--- config.mk ---
export PLATFORM = sky130hd
export DESIGN_NAME = three_wire_config_loader
export DESIGN_NICKNAME = d
export VERILOG_FILES = /design/src/rtl/cfg_loader_pkg.sv /design/src/rtl/three_wire_config_loader.sv
export SDC_FILE = /design/constraint.sdc
export NUM_CORES = 1
export LEC_CHECK = 0
export ABC_CLOCK_PERIOD_IN_PS = 3900
export BUFFER_PORTS_ARGS = -buffer_cell sky130_fd_sc_hd__buf_4
export CAP_MARGIN = 40
export CORE_ASPECT_RATIO = 1.5
export CORE_MARGIN = 3
export CORE_UTILIZATION = 45
export DETAILED_ROUTE_END_ITERATION = 6
export PLACE_DENSITY = 0.77
export SYNTH_ARGS = -nofsm -noshare
export SYNTH_HDL_FRONTEND = slang
export SYNTH_SLANG_ARGS = --single-unit
export TNS_END_PERCENT = 1
--- constraint.sdc ---
create_clock -name clock -period 3.9 [get_ports clock]
set_input_delay 0.195 -clock clock [delete_from_list [all_inputs] [get_ports clock]]
set_output_delay 0.195 -clock clock [all_outputs]
set_load 0.005 [all_outputs]
--- src/rtl/cfg_loader_pkg.sv ---
/*
  Shared constants and types for the three-wire configuration loader.
  Assumes a single 25 MHz system clock and synchronous active-high reset.
*/
package cfg_loader_pkg;

  localparam int WORD_WIDTH = 32;
  localparam int SELECT_WIDTH = 3;
  localparam int LATCH_COUNT = 6;
  localparam logic [2:0] SELECT_R0 = 3'h0;

  // Control word field positions, chosen for this block.
  localparam int PD_BIT = 5;
  localparam int MUTE_BIT = 6;
  localparam int MUX_LSB = 26;
  localparam int DBUF_LSB = 14;
  localparam int DBUF_WIDTH = 12;
  localparam logic [WORD_WIDTH-1:0] LATCH_RESET = 32'h0000_0000;

  // Output multiplexer selector codes.
  localparam logic [1:0] MUX_LOCK = 2'h0;
  localparam logic [1:0] MUX_RF_SCALED = 2'h1;
  localparam logic [1:0] MUX_REF_SCALED = 2'h2;

  typedef struct packed {
    logic serial_clock;
    logic serial_data;
    logic load_strobe;
  } serial_s;

  typedef struct packed {
    logic lock_raw;
    logic rf_scaled;
    logic ref_scaled;
  } analog_s;

endpackage

--- src/rtl/three_wire_config_loader.sv ---
/*
  Serial configuration port and control pins of a frequency synthesizer.
  The host drives a slow serial clock, data and load strobe; all pins are
  asynchronous to clock and are resynchronised before use.
*/
// Operation
// On each serial clock rising edge shift data into the 32-bit register.
// Words arrive MSB first; last three bits select the target latch.
// Load strobe rising edge copies the shift register into the selected latch.
// Chip enable low powers down and tristates the pump output.
// Chip enable high powers up only if the power-down bit allows.
// RF outputs mute when pin low or the software mute bit set.
// Lock indicator high while locked, low when lock is lost; the code also holds it low while powered down.
// Test mux routes lock, scaled RF or scaled reference to its pin.
// Select code zero to five addresses latches zero to five.
// Double-buffered settings apply only after a later latch zero write.
// Host keeps strobe low while shifting, then pulses it once.
`timescale 1ns/1ps
`default_nettype none
module three_wire_config_loader
  import cfg_loader_pkg::*;
(
  input wire logic clock,
  input wire logic reset,
  input wire cfg_loader_pkg::serial_s serial_in,
  input wire cfg_loader_pkg::analog_s analog_in,
  input wire logic chip_enable,
  input wire logic rf_output_on_n,
  output logic powered_up,
  output logic pump_output_enable,
  output logic rf_output_active,
  output logic lock_indicator,
  output logic test_mux_output,
  output logic [DBUF_WIDTH-1:0] active_setting,
  output logic [LATCH_COUNT*WORD_WIDTH-1:0] latch_image
);
  import cfg_loader_pkg::*;

  logic [2:0] sclk_sync;
  logic [2:0] strobe_sync;
  logic [1:0] data_sync;
  logic [1:0] ce_sync;
  logic [1:0] rfon_sync;
  logic [1:0] lock_sync;
  logic [1:0] rfs_sync;
  logic [1:0] refs_sync;
  logic [WORD_WIDTH-1:0] shift_reg;
  logic [WORD_WIDTH-1:0] latches [LATCH_COUNT];

  // Stage zero of each synchroniser feeds only stage one; edges use stages one and two.
  always_ff @(posedge clock)
  begin
    if (reset)
    begin
      sclk_sync <= 3'h0;
      strobe_sync <= 3'h0;
      data_sync <= 2'h0;
      ce_sync <= 2'h0;
      rfon_sync <= 2'h0;
      lock_sync <= 2'h0;
      rfs_sync <= 2'h0;
      refs_sync <= 2'h0;
    end
    else
    begin
      sclk_sync <= {sclk_sync[1:0], serial_in.serial_clock};
      strobe_sync <= {strobe_sync[1:0], serial_in.load_strobe};
      data_sync <= {data_sync[0], serial_in.serial_data};
      ce_sync <= {ce_sync[0], chip_enable};
      rfon_sync <= {rfon_sync[0], rf_output_on_n};
      lock_sync <= {lock_sync[0], analog_in.lock_raw};
      rfs_sync <= {rfs_sync[0], analog_in.rf_scaled};
      refs_sync <= {refs_sync[0], analog_in.ref_scaled};
    end
  end

  // Data is delayed as much as clock stage one, so it is sampled as it stood when the edge was first seen.
  wire sclk_rise = sclk_sync[1] & ~sclk_sync[2];
  wire strobe_rise = strobe_sync[1] & ~strobe_sync[2];
  wire [SELECT_WIDTH-1:0] select_code = shift_reg[SELECT_WIDTH-1:0];
  wire select_valid = select_code < SELECT_WIDTH'(LATCH_COUNT);
  wire load_r0 = strobe_rise && select_code == SELECT_R0;

  always_ff @(posedge clock)
  begin
    if (reset)
      shift_reg <= LATCH_RESET;
    else if (sclk_rise)
      shift_reg <= {shift_reg[WORD_WIDTH-2:0], data_sync[1]};
  end

  // Codes six and seven are ignored: nothing is written.
  genvar gi;
  generate
    for (gi = 0; gi < LATCH_COUNT; gi++)
    begin : g_latch
      always_ff @(posedge clock)
      begin
        if (reset)
          latches[gi] <= LATCH_RESET;
        else if (strobe_rise && select_valid && select_code == SELECT_WIDTH'(gi))
          latches[gi] <= shift_reg;
      end
      assign latch_image[gi*WORD_WIDTH +: WORD_WIDTH] = latches[gi];

    end
  endgenerate

  // Register one holds the buffered setting; it reaches the core only on a register zero load.
  always_ff @(posedge clock)
  begin
    if (reset)
    begin
      active_setting <= '0;
    end
    else
    begin
      if (load_r0)
        active_setting <= latches[1][DBUF_LSB +: DBUF_WIDTH];
    end
  end

  wire soft_power_down = latches[2][PD_BIT];
  wire soft_mute = latches[4][MUTE_BIT];
  wire [1:0] mux_sel = latches[2][MUX_LSB +: 2];
  wire next_powered = ce_sync[1] & ~soft_power_down;
  wire next_rf_active = next_powered & rfon_sync[1] & ~soft_mute;
  wire next_mux = (mux_sel == MUX_RF_SCALED) ? rfs_sync[1] :
                  (mux_sel == MUX_REF_SCALED) ? refs_sync[1] : lock_sync[1];

  always_ff @(posedge clock)
  begin
    if (reset)
    begin
      powered_up <= 1'b0;
      pump_output_enable <= 1'b0;
      rf_output_active <= 1'b0;
      lock_indicator <= 1'b0;
      test_mux_output <= 1'b0;
    end
    else
    begin
      powered_up <= next_powered;
      pump_output_enable <= next_powered;
      rf_output_active <= next_rf_active;
      lock_indicator <= lock_sync[1] & next_powered;
      test_mux_output <= next_mux & next_powered;
    end
  end
endmodule // three_wire_config_loader
`default_nettype wire

Yosys cells after proc, flatten, opt, wreduce, memory -nomap -nowiden
Memories as Yosys holds them, arrays and structs flattened. Index checks and enable logic that the tools add are counted.

Register bits: 66. RAM bits: 192. Bits of input ports: 10. Memories kept: 1.

Order comparisons: 1. Equal/unequal tests: 7. Multiplexer cells: 28. Bitwise logic cells: 17. Reduce and logical (&&, ||, !) cells: 9.

Memories: latches (depth 6, width 32, rd ports 6, clocked after Yosys merged registers in 0, wr ports 6, RTL line three_wire_config_loader.sv:48) `logic [WORD_WIDTH-1:0] latches [LATCH_COUNT];`.

Operators with widths (count): 2-to-1 mux 32 bit (6); 2-to-1 mux 1 bit (22); logical AND 1 bit (8); AND 1 bit (7); == test 3 x 2 -> 1 bit (second input constant) (2); == test 3 bit (second input constant) (2); bitwise OR 1 bit (6); inverter 1 bit (4); == test 3 x 1 -> 1 bit (second input constant) (1); zero test 3 bit (1); less-than comparator 3 bit (second input constant) (1); == test 2 x 1 -> 1 bit (second input constant) (1); == test 2 bit (second input constant) (1).

Logic depth before layout (Yosys ltp)
Gate-level depths: netlist of the first run.

Depth after elaboration: 8. Mapped depth: 5. Mapped depth without buffers: 4.

Worst setup path before layout of the first run
OpenSTA, ideal clock, no wires.

Path kind: register to register. Start point: register strobe_sync[2]. End point: memory latches[4][0], in the netlist latches[2][0], enable pin. Arrival: 2964 ps. Required time: 3430 ps. Setup slack: 466 ps. Stages on the path, launching flop included: 3. Path buffers: 0. Period minus slack after synthesis: 3434 ps. Cells stage by stage: dfxtp_1 -> nand3b_1 -> o31ai_1.

RTL lines: start, declared (RTL line three_wire_config_loader.sv:40) `logic [2:0] strobe_sync;`; start signal, assigned (RTL line three_wire_config_loader.sv:67) `strobe_sync <= {strobe_sync[1:0], serial_in.load_strobe};`; end, declared (RTL line three_wire_config_loader.sv:48).

==> run metrics, run 1 <==
post-detail-place hpwl around 15 mm; die area approximately 22000 sq um; Post-route DRC 0; minimum clock period ~2.3 ns; initial antenna violation count 0; largest fanout on the critical path 19; Top FF cell, synth edfxtp_1; Post-CTS Setup Inserts 0; fillcell total 1536; antenna-violating nets left 0; nets just under 900; largest net degree at the start of global routing 59; CTS tree built; layout cells sized above 1 0.3114; Clk Latency, worst-skew pair roughly 0.5 ns; Buffers on Ports 218; DR vias/cell between 4 and 5; #FFs+latches synth 258; WP data required a little over 4 ns; cells after synthesis 630; Post-synth EDFFs 192; GP Congestion ~0.83; synthesized area approximately 9000 sq um; Std-Cell Rows 63; synth unique cells 30; # diodes 0; yosys warns 0; reg2reg setup slack 1.58 ns; startpoint types register; Routed Wire Length ~22 mm; Layout Skew 0.007364 ns; setup TNS 0 ns; clock transition at the registers of the reported paths roughly 0.07 ns; final hold vios 0; Vias ~5600; Max-slew headroom 0.4244; H-Tree Depth 1; clock sinks roughly 260; TritonCTS Buffers 23; Clock Tree Root clkbuf_16; First-pass DRT Iterations 5; WL/cell ~19 um; PostCTS Resize Cnt 0; sequential area share after synthesis 0.7707; syn avg cell area between 10 and 15 sq um; Leakage approximately 4.8 nW; Die Y 181.1 um; Power, Total roughly 5.5 mW; clk buf depth 3; worst min-delay path class in2reg; max reg flops roughly 190; starting density of the core 0.4611; worst-margin pin slew ~0.86 ns; Final period util 0.5961; GRT overflow 0; Power Dens Cells approximately 450 nW/um^2; Boundary Pins 219; Achievable Freq between 400 and 500 MHz; Die Wd 122.7 um; Setup violations, final 0; number of global-route vias before repair 5598; hold_buf cts 8; Total Routing Usage GR 0.1968; CP Data Arrival Time 2.50 ns; Max Slew Vio Count 0; FF-to-FF path depth 5; Worst setup EP type register; hold path depth 2; critical path class reg2reg; asr flop ratio synth 0; RSZ-0062 raised after global routing false; VDD IR max 0.3547 mV; Core Box Area between 15000 and 20000 sq um; Layout area overhead 31.17%; DR iter-0 viols between 300 and 400; status finished clean; max-cap viol count 0; first-pass GRT wire length around 33 mm
-- worst max-delay path: stages, from the launching register on --
cell and delay [ns]:
dfxtp_1 0.36, nor3b_1 0.41, a31oi_1 0.16, buf_4 0.22, inv_1 0.45, buf_4 0.39
-- placed cells by master, fill, tap and decap left out, drive strengths merged --
cell,instances
o31ai,1
nand2b,2
nor3,6
edfxtp,192
dfxtp,66
dlygate4sd3,8
a22o,12
a31oi,1
nand3,1
inv,5
nor4,1
clkinv,7
clkinvlp,2
mux2i,1
nor3b,2
clkbuf,30
bufinv,2
nor2b,20
and2,175
nand3b,2
or4b,1
a21oi,32
nor2,1
buf,232
a31o,2
a211oi,2
conb,11
nand2,65
o21ai,1
-- area by class of cell --
class | instances | area [sq um] | area share
clock inverter | 11 | 103.9 | 0.008610
timing repair buffer | 240 | 1904 | 0.1579
tap | 260 | 325.3 | 0.02697
clock buffer | 30 | 611.8 | 0.05073
multi-input combinational | 339 | 2011 | 0.1667
sequential | 258 | 7087 | 0.5876
inverter | 5 | 18.77 | 0.001556
-- power breakdown --
part	switching [mW]	internal, mW
clock	0.922	1.24
sequential	0.0334	3.03
combinational	0.129	0.124
-- per-layer routing --
metal | share of wire | GRT usage | up-vias | wire, um
met5 | 0 | 0 | - | 0
met4 | 0.036 | 0.07668 | 0 | 790
met3 | 0.051 | 0.02693 | 49 | 1116
met2 | 0.56 | 0.3612 | 195 | 12240
met1 | 0.36 | 0.2275 | 2690 | 7887
li1 | - | - | 2620 | -
-- through the flow --
step                      cell area, sq um  setup WS (ns)  utilization  std cells  hold slack (ns)
after floorplan                       9233         0.4663            -        640           0.3232
after global placement               11130          1.633       0.5581       1087           0.4034
after detailed placement             11270          1.581       0.5649       1094           0.4091
after CTS                            12060          1.561       0.6048       1143           0.1650
after global routing                 12060          1.394       0.6048       1143           0.2096
final                                12060          1.575       0.6048       1143           0.1766
-- cells in the mapped netlist (2+ instances only) --
cell type | n | area share
clkbuf_2 | 7 | 0.0038
buf_2 | 5 | 0.0027
nor2b_1 | 20 | 0.014
dfxtp_1 | 66 | 0.14
nand3b_1 | 2 | 0.0016
a21oi_1 | 32 | 0.017
inv_1 | 5 | 0.0020
a211oi_1 | 2 | 0.0016
nor3_2 | 2 | 0.0022
nand2b_1 | 2 | 0.0014
buf_1 | 4 | 0.0016
buf_4 | 4 | 0.0033
nor3b_1 | 2 | 0.0016
edfxtp_1 | 192 | 0.63
and2_1 | 175 | 0.12
clkbuf_1 | 18 | 0.0073
nor3_1 | 3 | 0.0016
nand2_1 | 65 | 0.027
a31o_2 | 2 | 0.0019
a22o_1 | 12 | 0.011
-- final timing paths --
kind	from	to
min	reset	refs_sync[0]$_SDFF_PP0_
max reg2reg	strobe_sync[1]$_SDFF_PP0_	latches[0][7]$_SDFFCE_PN0P_
min reg2reg	ce_sync[0]$_SDFF_PP0_	ce_sync[1]$_SDFF_PP0_
max	strobe_sync[1]$_SDFF_PP0_	latches[0][7]$_SDFFCE_PN0P_
-- cells by family after synthesis --
logic type / count (synthesis) / share of synthesized area
multiplexers: 1 / 0.001089
AO/OA/AOI/OAI: 51 / 0.03443
flip-flops: 258 / 0.7707
other: 1 / 0.0004078
buffers and inverters: 43 / 0.02082
AND/OR/NAND/NOR: 276 / 0.1725
No activity file was read; power rests on OpenSTA's default activity.
==> inputs of run 2 (changes only) <==
Settings changed: ABC_CLOCK_PERIOD_IN_PS 3900 to 2100, PLACE_DENSITY 0.77 to 0.8.
Clock period 3.9 ns to 2.1 ns, I/O delays scaled along.
==> run 2 against run 1 <==
Combinational power up 90%. Fmax is 27% higher. Critical path depth down 3. Flip-flop and latch count unchanged. First-iteration DRC count up 25%. Core utilization is 0.67 points higher. Largest cell class unchanged. Sequential share of layout area fell by 0.64 points.
==> run metrics, run 2 (synthesis gave the netlist of run 1 again) <==
status finished clean; dpl cell area 11310 sq um (+0.38%); H-Tree Depth 1 (unchanged); largest net degree at the start of global routing 42 (-29%); minimum clock period 1.832 ns (-0.4928 ns); Worst Setup SP strobe_sync[1]$_SDFF_PP0_; number of global-route vias before repair 5858 (+4.6%); Crit-path slowest cell a31o_2; NetSw 2.106 mW (+94%); clk buf depth 3 (unchanged); most frequent cells in the layout buf_4 (246), edfxtp_1 (192), and2_1 (175); VDD IR max 0.5216 mV (+47%); antenna-violating nets left 0 (unchanged); final hold vios 0 (unchanged); Max Slew Vio Count 0 (unchanged); GRT overflow 0 (unchanged); Worst setup EP type register; Post-route DRC 0 (unchanged); DR iter-0 viols 471 (+25%); hold wc startpoint rf_output_on_n; Final period util 0.8724 (+0.2763); GP Congestion 0.8050 (-2.7%); largest fanout on the critical path 32 (+13); nets 894 (+1.9%); starting density of the core 0.4611 (unchanged); Clk Latency, worst-skew pair 0.51 ns (about the same); DR vias/cell 4.907 (+0.99%); Max-slew headroom 0.3855 (-0.03884); Layout Skew 0.02007 ns (+0.01270 ns); FF-to-FF path depth 2 (-3); Power Dens Cells 862.2 nW/um^2 (+90%); Routed Wire Length 22.58 mm (+2.5%); Core Box Area 19940 sq um (unchanged); Die Wd 122.7 um (unchanged); die area 22220 sq um (unchanged); startpoint types register; First-pass DRT Iterations 4 (-1); worst min-delay path class in2reg; Final Cell Area 12200 sq um (+1.1%); Layout area overhead 32.63%; Buffers on Ports 218 (unchanged); Achievable Freq 545.9 MHz (+27%); Worst R2R Start strobe_sync[1]$_SDFF_PP0_; Vias 5702 (+2.7%); setup TNS 0 ns (unchanged); hold path depth 3 (+1); commonest non-fill, non-tap cell in the layout buf_4; Pint 8.408 mW (+92%); Std-Cell Rows 63 (unchanged); clock power share 0.414 (+0.020); WL/cell 19.43 um (+0.79%); Die Y 181.1 um (unchanged); first-pass GRT wire length 34.24 mm (+3.2%); sequential share of power 0.541 (-0.018); Clock Tree Root clkbuf_16; Core Util, Final 0.6115 (+0.006713); clock transition at the registers of the reported paths 0.06 ns (about the same); post-route setup slack 0.2680 ns (-1.307 ns); dpl ws 0.2671 ns (-1.314 ns); CP Data Arrival Time 1.96 ns (-0.54 ns); TritonCTS Buffers 24 (+4.3%); CTS tree built; Post-CTS Setup Inserts 0 (unchanged); clock sinks 258 (unchanged); fillcell total 1505 (-2.0%); # diodes 0 (unchanged); layout cells sized above 1 0.3304 (+0.01894); initial antenna violation count 0 (unchanged); worst path bufs/invs 0 (-3); max-cap viol count 0 (unchanged); Comb pwr share 0.046 (about the same); Total Routing Usage GR 0.2036 (+0.006810); Final Non-Filler Cells 1162 (+1.7%); max incr delay on CP 0.81 ns (+0.36 ns); CP Depth 2 (-3); WP data required 2.23 ns (-1.85 ns); worst path cell trace nor3b_1, a31o_2; switch share 0.2003 (+0.002233); Setup violations, final 0 (unchanged); critical path class reg2reg; Boundary Pins 219 (unchanged); max reg flops 192 (unchanged); Top delay family on crit path compound AO/OA/AOI/OAI gates; RSZ-0062 raised after global routing false; Leakage 4.948 nW (+2.1%); worst-margin pin slew 0.9217 ns (+0.05826 ns); post-detail-place hpwl 15.43 mm (+2.4%); Placed Cells 1109 (+1.4%)
run 2: cell types whose count changed in the layout (fill, tap and decap cells not counted), moves of 2 or more:
cell,previous run,this run
buf_4,226,246
clkbuf_16,23,25
clkbuf_1,6,4
buf_8,3,0
clkinv_2,2,7
buf_16,3,0
clkinv_1,5,2
run 2: metrics by stage:
stage          power (mW)  hold slack [ns]
4_1_cts             10.61           0.3357
2_1_floorplan       5.923           0.2332
3_5_place_dp        6.271           0.3223
3_3_place_gp        6.257           0.3149
5_1_grt             10.86           0.3708
6_report            10.51           0.3529
run 2: timing repair:
item,CTS,global route
gates resized for setup,0,0
hold buffers,9,0
endpoints found under the hold margin,18,0
run 2: area by class of cell:
cell class	instances	area (sq um)	share of cell area
Sequential cell	258	7087	0.5811
Clock inverter	15	156.4	0.01282
Clock buffer	29	640.6	0.05253
Timing Repair Buffer	256	1957	0.1605
Inverter	5	18.77	0.001539
Tap cell	260	325.3	0.02667
Multi-Input combinational cell	339	2011	0.1649
run 2: power groups by stage:
stage                     Combinational (mW)  Sequential [mW]  Clock, mW
after global placement                 0.466             5.79          0
after global routing                   0.516             5.70       4.65
final                                  0.481             5.68       4.35
after detailed placement               0.477             5.79          0
after CTS                              0.492             5.69       4.43
after floorplan                        0.120             5.80          0
run 2: path summary, 6_finish.rpt:
path	to	slack (ns)
max	latches[0][47]$_SDFFCE_PN0P_	0.27
min	rfon_sync[0]$_SDFF_PP0_	0.35
max reg2reg	latches[0][47]$_SDFFCE_PN0P_	0.27
min reg2reg	shift_reg[0]$_SDFFE_PP0P_	0.44
run 2: worst min-delay path, cell delays in order:
cell and delay [ns]:
dlygate4sd3_1 0.52, buf_4 0.09, nor2b_1 0.11
run 2: routing by layer:
metal / GRT usage / vias to the layer above / wire length (um) / part of all wire
met5: 0 / - / 0 / 0
met4: 0.07758 / 0 / 760 / 0.034
met3: 0.02631 / 41 / 1306 / 0.058
met2: 0.3752 / 199 / 12550 / 0.56
met1: 0.2359 / 2800 / 7964 / 0.35
li1: - / 2662 / - / -
